==> src/verilog/pdb_cfg.svh <==
`ifndef PDB_CFG_SVH
`define PDB_CFG_SVH

// Register byte offsets on the configuration path.
`define PDB_OFS_BOOST_UP 8'hf6
`define PDB_OFS_BOOST_HI 8'hf7
`define PDB_OFS_BOOST_LO 8'hf8
`define PDB_OFS_SWAP 8'hfa

// Reset values.
`define PDB_RST_BYTE 8'h00
`define PDB_RST_UP 2'h0
`define PDB_RST_HI 6'h00

// Writable bit masks; reserved bits are outside them.
`define PDB_MASK_UP 8'h03
`define PDB_MASK_HI 8'h3f

// Port count, upstream at index 0.
`define PDB_NPORTS 8
`define PDB_UP_PORT 0

`endif

==> src/verilog/pdb_pkg.sv <==
package pdb_pkg;

	typedef enum logic [1:0] {
		PDB_LVL_NORMAL = 2'b00,
		PDB_LVL_LOW = 2'b01,
		PDB_LVL_MEDIUM = 2'b10,
		PDB_LVL_HIGH = 2'b11
	} pdb_level_t;

	// One differential pair: p is the positive pin or D+ side, n the negative or D- side.
	typedef struct packed {
		logic p;
		logic n;
	} pdb_diff_t;

	typedef struct packed {
		logic wr;
		logic rd;
		logic [7:0] addr;
		logic [7:0] wdata;
	} pdb_cfg_req_t;

	// Exchanges the two halves of a pair when swap is set.
	function automatic pdb_diff_t pdb_swap(input pdb_diff_t d, input logic swap);
		pdb_diff_t r;
		r.p = swap ? d.n : d.p;
		r.n = swap ? d.p : d.n;
		return r;
	endfunction

endpackage

==> src/verilog/pdb_pair_route.sv <==
`timescale 1ns/10ps
module pdb_pair_route (
	input wire logic clock_i,
	input wire logic sys_rst_i,
	input wire logic swap_i,
	input wire pdb_pkg::pdb_diff_t fn_tx_i,
	input wire pdb_pkg::pdb_diff_t fn_oe_n_i,
	input wire pdb_pkg::pdb_diff_t pin_in_i,
	output pdb_pkg::pdb_diff_t pin_out_o,
	output pdb_pkg::pdb_diff_t pin_oe_n_o,
	output pdb_pkg::pdb_diff_t fn_rx_o
);
	pdb_pkg::pdb_diff_t sync1_reg;
	pdb_pkg::pdb_diff_t sync2_reg;

	always_ff @(posedge clock_i or posedge sys_rst_i) begin
		if (sys_rst_i) begin
			pin_out_o <= '0;
			pin_oe_n_o <= '1;
		end else begin
			pin_out_o <= pdb_pkg::pdb_swap(fn_tx_i, swap_i);
			pin_oe_n_o <= pdb_pkg::pdb_swap(fn_oe_n_i, swap_i);
		end
	end

	always_ff @(posedge clock_i or posedge sys_rst_i) begin
		if (sys_rst_i) begin
			sync1_reg <= '0;
			sync2_reg <= '0;
			fn_rx_o <= '0;
		end else begin
			sync1_reg <= pin_in_i;
			sync2_reg <= sync1_reg;
			fn_rx_o <= pdb_pkg::pdb_swap(sync2_reg, swap_i);
		end
	end

	straight_tx_a: assert property (@(posedge clock_i) disable iff (sys_rst_i)
		!swap_i |=> pin_out_o.p == $past(fn_tx_i.p) && pin_out_o.n == $past(fn_tx_i.n))
		else $error("Unswapped pair does not carry D+ on the positive pin.");
	crossed_tx_a: assert property (@(posedge clock_i) disable iff (sys_rst_i)
		swap_i |=> pin_out_o.n == $past(fn_tx_i.p) && pin_oe_n_o.n == $past(fn_oe_n_i.p))
		else $error("Swapped pair does not carry D+ on the negative pin.");
	crossed_rx_a: assert property (@(posedge clock_i) disable iff (sys_rst_i)
		swap_i && $past(swap_i) |=> fn_rx_o.p == $past(pin_in_i.n, 3))
		else $error("Swapped pair does not sense D+ on the negative pin.");

endmodule

==> src/verilog/pdb_bank.sv <==
`timescale 1ns/10ps
`include "pdb_cfg.svh"
// Contract
// - Upper boost register: port 7 bits 5:4, 6 bits 3:2, 5 bits 1:0; 7:6 reserved.
// - Lower boost register: port 4 bits 7:6, 3 bits 5:4, 2 bits 3:2, 1 bits 1:0.
// - Boost code 00 normal, 01 low, 10 medium, 11 high drive.
// - Swap bit 0: D+ on positive pin, D- on negative pin.
// - Swap bit 1: D+ on negative pin, D- on positive pin.
// - Swap register bit n controls downstream port n, n from 1 to 7.
// - Swap register bit 0 exchanges the upstream port's data pins.
// - Upstream boost in bits 1:0 of its own register; 7:2 reserved.
module pdb_bank (
	input wire logic clock_i,
	input wire logic sys_rst_i,
	input wire pdb_pkg::pdb_cfg_req_t cfg_req_i,
	output logic [7:0] cfg_rdata_o,
	output pdb_pkg::pdb_level_t upstream_drive_level_o,
	output pdb_pkg::pdb_level_t ds1_drive_level_o,
	output pdb_pkg::pdb_level_t ds2_drive_level_o,
	output pdb_pkg::pdb_level_t ds3_drive_level_o,
	output pdb_pkg::pdb_level_t ds4_drive_level_o,
	output pdb_pkg::pdb_level_t ds5_drive_level_o,
	output pdb_pkg::pdb_level_t ds6_drive_level_o,
	output pdb_pkg::pdb_level_t ds7_drive_level_o,
	output logic [7:0] pair_exchange_bits_o,
	input wire pdb_pkg::pdb_diff_t [`PDB_NPORTS-1:0] fn_tx_i,
	input wire pdb_pkg::pdb_diff_t [`PDB_NPORTS-1:0] fn_oe_n_i,
	output pdb_pkg::pdb_diff_t [`PDB_NPORTS-1:0] fn_rx_o,
	input wire pdb_pkg::pdb_diff_t [`PDB_NPORTS-1:0] pin_in_i,
	output pdb_pkg::pdb_diff_t [`PDB_NPORTS-1:0] pin_out_o,
	output pdb_pkg::pdb_diff_t [`PDB_NPORTS-1:0] pin_oe_n_o
);
	logic [1:0] boost_up_reg;
	logic [5:0] boost_hi_reg;
	logic [7:0] boost_lo_reg;
	logic [7:0] swap_reg;

	function automatic logic hit(input pdb_pkg::pdb_cfg_req_t q, input logic [7:0] ofs);
		return q.wr && (q.addr == ofs);
	endfunction

	// Boost registers keep only their defined fields.
	always_ff @(posedge clock_i or posedge sys_rst_i) begin
		if (sys_rst_i) begin
			boost_up_reg <= `PDB_RST_UP;
			boost_hi_reg <= `PDB_RST_HI;
			boost_lo_reg <= `PDB_RST_BYTE;
		end else begin
			if (hit(cfg_req_i, `PDB_OFS_BOOST_UP)) begin
				boost_up_reg <= cfg_req_i.wdata[1:0];
			end
			if (hit(cfg_req_i, `PDB_OFS_BOOST_HI)) begin
				boost_hi_reg <= cfg_req_i.wdata[5:0];
			end
			if (hit(cfg_req_i, `PDB_OFS_BOOST_LO)) begin
				boost_lo_reg <= cfg_req_i.wdata;
			end
		end
	end

	always_ff @(posedge clock_i or posedge sys_rst_i) begin
		if (sys_rst_i) begin
			swap_reg <= `PDB_RST_BYTE;
		end else if (hit(cfg_req_i, `PDB_OFS_SWAP)) begin
			swap_reg <= cfg_req_i.wdata;
		end
	end

	// Read data is returned one cycle after the read strobe; unmapped offsets read zero.
	always_ff @(posedge clock_i or posedge sys_rst_i) begin
		if (sys_rst_i) begin
			cfg_rdata_o <= `PDB_RST_BYTE;
		end else if (cfg_req_i.rd) begin
			unique case (cfg_req_i.addr)
				`PDB_OFS_BOOST_UP: cfg_rdata_o <= {6'h00, boost_up_reg};
				`PDB_OFS_BOOST_HI: cfg_rdata_o <= {2'h0, boost_hi_reg};
				`PDB_OFS_BOOST_LO: cfg_rdata_o <= boost_lo_reg;
				`PDB_OFS_SWAP: cfg_rdata_o <= swap_reg;
				default: cfg_rdata_o <= `PDB_RST_BYTE;
			endcase
		end
	end

	// Drive levels come straight from the field flops.
	assign upstream_drive_level_o = pdb_pkg::pdb_level_t'(boost_up_reg);
	assign ds7_drive_level_o = pdb_pkg::pdb_level_t'(boost_hi_reg[5:4]);
	assign ds6_drive_level_o = pdb_pkg::pdb_level_t'(boost_hi_reg[3:2]);
	assign ds5_drive_level_o = pdb_pkg::pdb_level_t'(boost_hi_reg[1:0]);
	assign ds4_drive_level_o = pdb_pkg::pdb_level_t'(boost_lo_reg[7:6]);
	assign ds3_drive_level_o = pdb_pkg::pdb_level_t'(boost_lo_reg[5:4]);
	assign ds2_drive_level_o = pdb_pkg::pdb_level_t'(boost_lo_reg[3:2]);
	assign ds1_drive_level_o = pdb_pkg::pdb_level_t'(boost_lo_reg[1:0]);
	assign pair_exchange_bits_o = swap_reg;

	// Each swap bit steers the pair of the port with the same index; index 0 is upstream.
	for (genvar i = 0; i < `PDB_NPORTS; i++) begin : g_port
		pdb_pair_route u_route (
			.clock_i(clock_i),
			.sys_rst_i(sys_rst_i),
			.swap_i(swap_reg[i]),
			.fn_tx_i(fn_tx_i[i]),
			.fn_oe_n_i(fn_oe_n_i[i]),
			.pin_in_i(pin_in_i[i]),
			.pin_out_o(pin_out_o[i]),
			.pin_oe_n_o(pin_oe_n_o[i]),
			.fn_rx_o(fn_rx_o[i])
		);
	end

	hi_fields_a: assert property (@(posedge clock_i) disable iff (sys_rst_i)
		hit(cfg_req_i, `PDB_OFS_BOOST_HI) |=> ds7_drive_level_o == $past(cfg_req_i.wdata[5:4])
		&& ds5_drive_level_o == $past(cfg_req_i.wdata[1:0]))
		else $error("Upper boost fields not placed at 5:4 and 1:0.");
	lo_fields_a: assert property (@(posedge clock_i) disable iff (sys_rst_i)
		hit(cfg_req_i, `PDB_OFS_BOOST_LO) |=> ds4_drive_level_o == $past(cfg_req_i.wdata[7:6])
		&& ds2_drive_level_o == $past(cfg_req_i.wdata[3:2]))
		else $error("Lower boost fields not placed at 7:6 and 3:2.");
	level_code_a: assert property (@(posedge clock_i) disable iff (sys_rst_i)
		hit(cfg_req_i, `PDB_OFS_BOOST_LO) && cfg_req_i.wdata[1:0] == 2'h3
		|=> ds1_drive_level_o == pdb_pkg::PDB_LVL_HIGH)
		else $error("Code 11 does not select high drive.");
	up_field_a: assert property (@(posedge clock_i) disable iff (sys_rst_i)
		hit(cfg_req_i, `PDB_OFS_BOOST_UP) |=> upstream_drive_level_o == $past(cfg_req_i.wdata[1:0]))
		else $error("Upstream boost not held in bits 1:0.");
	reserved_zero_a: assert property (@(posedge clock_i) disable iff (sys_rst_i)
		cfg_req_i.rd && cfg_req_i.addr == `PDB_OFS_BOOST_HI |=> cfg_rdata_o[7:6] == 2'h0)
		else $error("Reserved upper boost bits do not read zero.");
	reserved_up_a: assert property (@(posedge clock_i) disable iff (sys_rst_i)
		cfg_req_i.rd && cfg_req_i.addr == `PDB_OFS_BOOST_UP |=> cfg_rdata_o[7:2] == 6'h00)
		else $error("Reserved upstream boost bits do not read zero.");
	swap_bits_a: assert property (@(posedge clock_i) disable iff (sys_rst_i)
		hit(cfg_req_i, `PDB_OFS_SWAP) |=> pair_exchange_bits_o == $past(cfg_req_i.wdata))
		else $error("Swap register does not take the written byte.");
	up_swap_a: assert property (@(posedge clock_i) disable iff (sys_rst_i)
		swap_reg[`PDB_UP_PORT] |=> pin_out_o[`PDB_UP_PORT].p == $past(fn_tx_i[`PDB_UP_PORT].n))
		else $error("Upstream pins not exchanged while bit 0 is set.");

	// Remaining field positions of both downstream boost registers.
	ds6_field_a: assert property (@(posedge clock_i) disable iff (sys_rst_i)
		hit(cfg_req_i, `PDB_OFS_BOOST_HI) |=> ds6_drive_level_o == $past(cfg_req_i.wdata[3:2]))
		else $error("Port 6 boost not held in bits 3:2.");
	ds3_field_a: assert property (@(posedge clock_i) disable iff (sys_rst_i)
		hit(cfg_req_i, `PDB_OFS_BOOST_LO) |=> ds3_drive_level_o == $past(cfg_req_i.wdata[5:4]))
		else $error("Port 3 boost not held in bits 5:4.");
	ds1_field_a: assert property (@(posedge clock_i) disable iff (sys_rst_i)
		hit(cfg_req_i, `PDB_OFS_BOOST_LO) |=> ds1_drive_level_o == $past(cfg_req_i.wdata[1:0]))
		else $error("Port 1 boost not held in bits 1:0.");

	// Every code maps to its own drive level.
	level_normal_a: assert property (@(posedge clock_i) disable iff (sys_rst_i)
		hit(cfg_req_i, `PDB_OFS_BOOST_LO) && cfg_req_i.wdata[1:0] == 2'h0
		|=> ds1_drive_level_o == pdb_pkg::PDB_LVL_NORMAL)
		else $error("Code 00 does not select normal drive.");
	level_low_a: assert property (@(posedge clock_i) disable iff (sys_rst_i)
		hit(cfg_req_i, `PDB_OFS_BOOST_LO) && cfg_req_i.wdata[1:0] == 2'h1
		|=> ds1_drive_level_o == pdb_pkg::PDB_LVL_LOW)
		else $error("Code 01 does not select low drive.");
	level_medium_a: assert property (@(posedge clock_i) disable iff (sys_rst_i)
		hit(cfg_req_i, `PDB_OFS_BOOST_LO) && cfg_req_i.wdata[1:0] == 2'h2
		|=> ds1_drive_level_o == pdb_pkg::PDB_LVL_MEDIUM)
		else $error("Code 10 does not select medium drive.");

	// Registers change only on a write to their own offset.
	hi_hold_a: assert property (@(posedge clock_i) disable iff (sys_rst_i)
		!hit(cfg_req_i, `PDB_OFS_BOOST_HI) |=> $stable(boost_hi_reg))
		else $error("Upper boost register changed without a write.");
	lo_hold_a: assert property (@(posedge clock_i) disable iff (sys_rst_i)
		!hit(cfg_req_i, `PDB_OFS_BOOST_LO) |=> $stable(boost_lo_reg))
		else $error("Lower boost register changed without a write.");
	up_hold_a: assert property (@(posedge clock_i) disable iff (sys_rst_i)
		!hit(cfg_req_i, `PDB_OFS_BOOST_UP) |=> $stable(boost_up_reg))
		else $error("Upstream boost register changed without a write.");
	swap_hold_a: assert property (@(posedge clock_i) disable iff (sys_rst_i)
		!hit(cfg_req_i, `PDB_OFS_SWAP) |=> $stable(swap_reg))
		else $error("Swap register changed without a write.");

	// Reserved bits are dropped on a write.
	hi_mask_a: assert property (@(posedge clock_i) disable iff (sys_rst_i)
		hit(cfg_req_i, `PDB_OFS_BOOST_HI)
		|=> {2'h0, boost_hi_reg} == ($past(cfg_req_i.wdata) & `PDB_MASK_HI))
		else $error("Reserved upper boost bits were stored.");
	up_mask_a: assert property (@(posedge clock_i) disable iff (sys_rst_i)
		hit(cfg_req_i, `PDB_OFS_BOOST_UP)
		|=> {6'h00, boost_up_reg} == ($past(cfg_req_i.wdata) & `PDB_MASK_UP))
		else $error("Reserved upstream boost bits were stored.");

	// Read data carries the register value of the strobe cycle.
	hi_rdata_a: assert property (@(posedge clock_i) disable iff (sys_rst_i)
		cfg_req_i.rd && cfg_req_i.addr == `PDB_OFS_BOOST_HI
		|=> cfg_rdata_o[5:0] == $past(boost_hi_reg))
		else $error("Upper boost read does not return the register.");
	lo_rdata_a: assert property (@(posedge clock_i) disable iff (sys_rst_i)
		cfg_req_i.rd && cfg_req_i.addr == `PDB_OFS_BOOST_LO
		|=> cfg_rdata_o == $past(boost_lo_reg))
		else $error("Lower boost read does not return the register.");
	up_rdata_a: assert property (@(posedge clock_i) disable iff (sys_rst_i)
		cfg_req_i.rd && cfg_req_i.addr == `PDB_OFS_BOOST_UP
		|=> cfg_rdata_o[1:0] == $past(boost_up_reg))
		else $error("Upstream boost read does not return the register.");
	swap_rdata_a: assert property (@(posedge clock_i) disable iff (sys_rst_i)
		cfg_req_i.rd && cfg_req_i.addr == `PDB_OFS_SWAP
		|=> cfg_rdata_o == $past(swap_reg))
		else $error("Swap read does not return the register.");

	// Swap bits steer the pair of the matching port.
	ds7_swap_a: assert property (@(posedge clock_i) disable iff (sys_rst_i)
		swap_reg[7] |=> pin_out_o[7].p == $past(fn_tx_i[7].n))
		else $error("Port 7 pins not exchanged while bit 7 is set.");
	ds1_swap_a: assert property (@(posedge clock_i) disable iff (sys_rst_i)
		swap_reg[1] |=> pin_out_o[1].n == $past(fn_tx_i[1].p))
		else $error("Port 1 pins not exchanged while bit 1 is set.");
	up_straight_a: assert property (@(posedge clock_i) disable iff (sys_rst_i)
		!swap_reg[`PDB_UP_PORT] |=> pin_out_o[`PDB_UP_PORT].p == $past(fn_tx_i[`PDB_UP_PORT].p))
		else $error("Upstream pins exchanged while bit 0 is clear.");
	ds3_oe_swap_a: assert property (@(posedge clock_i) disable iff (sys_rst_i)
		swap_reg[3] |=> pin_oe_n_o[3].p == $past(fn_oe_n_i[3].n))
		else $error("Port 3 enables not exchanged while bit 3 is set.");
	ds4_straight_a: assert property (@(posedge clock_i) disable iff (sys_rst_i)
		!swap_reg[4] |=> pin_oe_n_o[4].n == $past(fn_oe_n_i[4].n))
		else $error("Port 4 enables exchanged while bit 4 is clear.");

endmodule

==> config.mk <==
export PLATFORM = sky130hd
export DESIGN_NAME = pdb_bank
export DESIGN_NICKNAME = d
export VERILOG_FILES = /design/src/verilog/pdb_pkg.sv /design/src/verilog/pdb_pair_route.sv /design/src/verilog/pdb_bank.sv
export VERILOG_INCLUDE_DIRS = /design/src /design/src/verilog
export SDC_FILE = /design/constraint.sdc
export NUM_CORES = 1
export LEC_CHECK = 0
export ABC_AREA = 1
export BUFFER_PORTS_ARGS = -buffer_cell sky130_fd_sc_hd__buf_2
export CORE_MARGIN = 5
export CORE_UTILIZATION = 35
export CTS_CLUSTER_SIZE = 28
export DETAILED_ROUTE_END_ITERATION = 16
export MAX_ROUTING_LAYER = met4
export SLEW_MARGIN = 40
export SYNTH_ARGS = -nofsm -noshare
export SYNTH_HDL_FRONTEND = slang
export SYNTH_HIERARCHICAL = 1
export SYNTH_SLANG_ARGS = --single-unit
export TNS_END_PERCENT = 30
==> constraint.sdc <==
create_clock -name clock_i -period 1 [get_ports clock_i]
set_input_delay 0.05 -clock clock_i [delete_from_list [all_inputs] [get_ports clock_i]]
set_output_delay 0.05 -clock clock_i [all_outputs]
set_load 0.02 [all_outputs]
==> impl_metrics.json <==
{
  "final_hpwl_from_detailed_placement_mm": 7.846,
  "gp_congestion": 0.7617,
  "drt-vias-per-instance": 4.473,
  "max_freq_mhz": 965.9,
  "setup_viol": 18,
  "cts-root-buf": "sky130_fd_sc_hd__clkbuf_16",
  "multiInputGateArea_mm2": 0.001292,
  "cp_cell_sequence": "buf_6",
  "post_synth_num_cell_types": 18,
  "grt_start_max_net_pins": 27,
  "mappedNetlistArea_mm2": 0.004258,
  "syn2layout_area_growth_pct": 49.16,
  "floorplan.die.height_um": 120.3,
  "worst_ep_arrival_time_ns": 0.99,
  "final-hold-violation-count": 0,
  "placement_rows": 40,
  "final_cell_mix": "sky130_fd_sc_hd__nand2_1, sky130_fd_sc_hd__buf_2, sky130_fd_sc_hd__dfrtp_1",
  "num-fill-cells": 1068,
  "numClockSinks": 112,
  "post-route-util_pct": 53.10,
  "failing_checks": "negative setup slack",
  "clk_path_buf_depth": 2,
  "cts_max_level": 3,
  "final_min_period_over_clock_period_pct": 103.5,
  "p_switching_mw": 2.374,
  "p_leak_nw": 3.499,
  "slew_headroom_pct": 74.54,
  "netlist_instances": 432,
  "avgSynthCellArea_um2": 9.856,
  "grt_use_total_pct": 16.02,
  "min-delay-path-class": "input port to register",
  "drt-pass1-iter-count": 4,
  "place.port_buffers": 147,
  "diodes": 0,
  "timing.max_cap.violations": 0,
  "cts_inserted_buffers": 9,
  "worst_slack_on_hold_paths_ns": 0.02977,
  "drive_above_1_share_pct": 33.89,
  "final_nets": 727,
  "synth.net_count": 500,
  "core_box_area_mm2": 0.01196,
  "placedInstanceArea_mm2": 0.005251,
  "power-per-cell-area_mw_per_mm2": 1550,
  "total_power_mw": 9.843,
  "timing.critical_path.required_ns": 0.95,
  "finalCriticalPeriod_ns": 1.035,
  "clock-skew-final_ns": 0.004960,
  "critical_path.max_fanout": 1,
  "finalSetupTns_ns": -0.4458,
  "worst_pin_slew_ns": 0.3815,
  "insertion_delay_ns": 0.34,
  "number_of_antenna_violations_at_the_first_check_in_global_routing": 0,
  "worst_setup_hold_path_clk_slew_ns": 0.07,
  "status": "finished with violations",
  "seq_area_frac_synth_pct": 66.29,
  "worst_path_largest_cell_delay_ns": 0.54,
  "cp_num_buf_inv": 1,
  "cpMaxStageDelayCell": "sky130_fd_sc_hd__dfstp_2",
  "layout_commonest_cell": "sky130_fd_sc_hd__nand2_1",
  "layout.cell_area.non_filler_mm2": 0.006351,
  "drt_iter0_markers": 218,
  "peakVddDrop_uv": 1022,
  "timing_max_transition_violations_final": 0,
  "yosysWarningCount": 6,
  "num_io_pins": 148,
  "path_class": "register to primary output",
  "ys_ff_latch": 112,
  "route.detailed.drc": 0,
  "cts_tree": "yes",
  "clock_share_of_power_pct": 36.4,
  "total_number_of_vias": 3628,
  "switching_power_share_of_the_total_pct": 24.12,
  "drtAntennaViolNets": 0,
  "totalWireLength_mm": 11.16,
  "start_util_pct": 35.60,
  "first_global_vias": 3644,
  "global_route.overflow_total": 0,
  "crit_family": "flip-flops",
  "p_int_mw": 7.469,
  "first_pass_grt_wire_length_mm": 17.80,
  "rsz0062_at_grt": "yes",
  "sequential_cell_area_mm2": 0.002831,
  "post-route-worst-setup-slack_ns": -0.03533,
  "power.share.combinational_pct": 13.7,
  "critPathCaptureType": "primary output",
  "cp-start-kind": "register",
  "seq_power_share_pct": 49.9,
  "die_area_mm2": 0.01447,
  "chipWidth_um": 120.3,
  "routed_length_per_instance_um": 13.76
}
path summary, 6_finish.rpt:
check	depth (start not counted)	endpoint	from	slack [ns]
worst max-delay path	1	pin_oe_n_o[4]	g_port[2].u_route/pin_oe_n_o[0]$_DFF_PP1_	-0.04
worst min-delay path	3	cfg_rdata_o[2]$_DFFE_PP0P_	cfg_req_i[16]	0.03
worst max register to register	5	g_port[0].u_route/pin_oe_n_o[0]$_DFF_PP1_	pair_exchange_bits_o[0]$_DFFE_PP0P_	0.06
worst min register to register	0	g_port[4].u_route/sync2_reg[1]$_DFF_PP0_	g_port[4].u_route/sync1_reg[1]$_DFF_PP0_	0.35
max in group asynchronous	4	pair_exchange_bits_o[7]$_DFFE_PP0P_	sys_rst_i	0.19
min in group asynchronous	3	cfg_rdata_o[6]$_DFFE_PP0P_	sys_rst_i	0.35
power groups by stage:
| stage | clock [mW] | combinational [mW] | sequential, mW |
|---|---|---|---|
| after CTS | 3.69 | 1.34 | 4.91 |
| after detailed placement | 0 | 1.07 | 4.99 |
| after global placement | 0 | 1.05 | 4.98 |
| after global routing | 3.90 | 1.47 | 4.93 |
| final | 3.58 | 1.35 | 4.91 |
| after floorplan | 0 | 0.354 | 5.21 |
metrics by stage:
step / worst slack [ns] / instances
final: -0.03533 / 811
after global routing: -0.06749 / 811
after CTS: -0.1037 / 809
after detailed placement: -0.02555 / 731
after global placement: -0.01309 / 731
after floorplan: 0.04146 / 432
kinds of logic (layout without fill, tap and decap cells):
kind of cell / count (synthesis) / after routing / synth area share, %
AOI/OAI and AO/OA: 28 / 28 / 3.291
and+or+nand+nor: 260 / 260 / 27.06
DFF: 112 / 112 / 66.29
buffers and inverters: 32 / 264 / 3.350
cell type report:
class / count / share of cell area (%)
sequential: 112 / 44.58
timing repair buffer: 221 / 25.81
multi-input combinational: 288 / 20.35
clock buffer: 15 / 4.216
tap: 147 / 2.896
inverter: 27 / 1.675
clock inverter: 1 / 0.4728
cell usage after synthesis:
| library cell | n | area (um2) |
|---|---|---|
| sky130_fd_sc_hd__nor2_1 | 5 | 18.77 |
| sky130_fd_sc_hd__nor2_4 | 3 | 33.78 |
| sky130_fd_sc_hd__nand2_2 | 2 | 12.51 |
| sky130_fd_sc_hd__nor2_8 | 5 | 100.1 |
| sky130_fd_sc_hd__nand2_1 | 216 | 810.8 |
| sky130_fd_sc_hd__dfstp_2 | 16 | 420.4 |
| sky130_fd_sc_hd__buf_8 | 1 | 15.01 |
| sky130_fd_sc_hd__inv_1 | 16 | 60.06 |
| sky130_fd_sc_hd__clkbuf_1 | 2 | 7.510 |
| sky130_fd_sc_hd__buf_2 | 1 | 5.000 |
| sky130_fd_sc_hd__nand3_1 | 24 | 120.1 |
| sky130_fd_sc_hd__buf_6 | 1 | 11.26 |
| sky130_fd_sc_hd__dfrtp_1 | 96 | 2402 |
| sky130_fd_sc_hd__inv_4 | 1 | 6.260 |
| sky130_fd_sc_hd__nand2_4 | 5 | 56.30 |
| sky130_fd_sc_hd__o21ai_1 | 27 | 135.1 |
| sky130_fd_sc_hd__inv_2 | 10 | 37.54 |
| sky130_fd_sc_hd__o21ai_0 | 1 | 5.000 |
timing repair:
action                     CTS  global route
cloned                       0             0
setup buffers                7             3
gates resized for setup     55            10
hold endpoints to repair   142             0
setup endpoints to repair   24            32
hold buffers                57             0
routing by layer:
| metal | wire (um) | vias to the layer above | track usage [%] |
|---|---|---|---|
| li1 | - | 1794 | - |
| met1 | 4710 | 1718 | 19.17 |
| met2 | 5732 | 96 | 27.26 |
| met3 | 438 | 20 | 2.432 |
| met4 | 274 | 0 | 6.586 |
| met5 | 0 | - | - |
(Power assumes the default switching activity.)
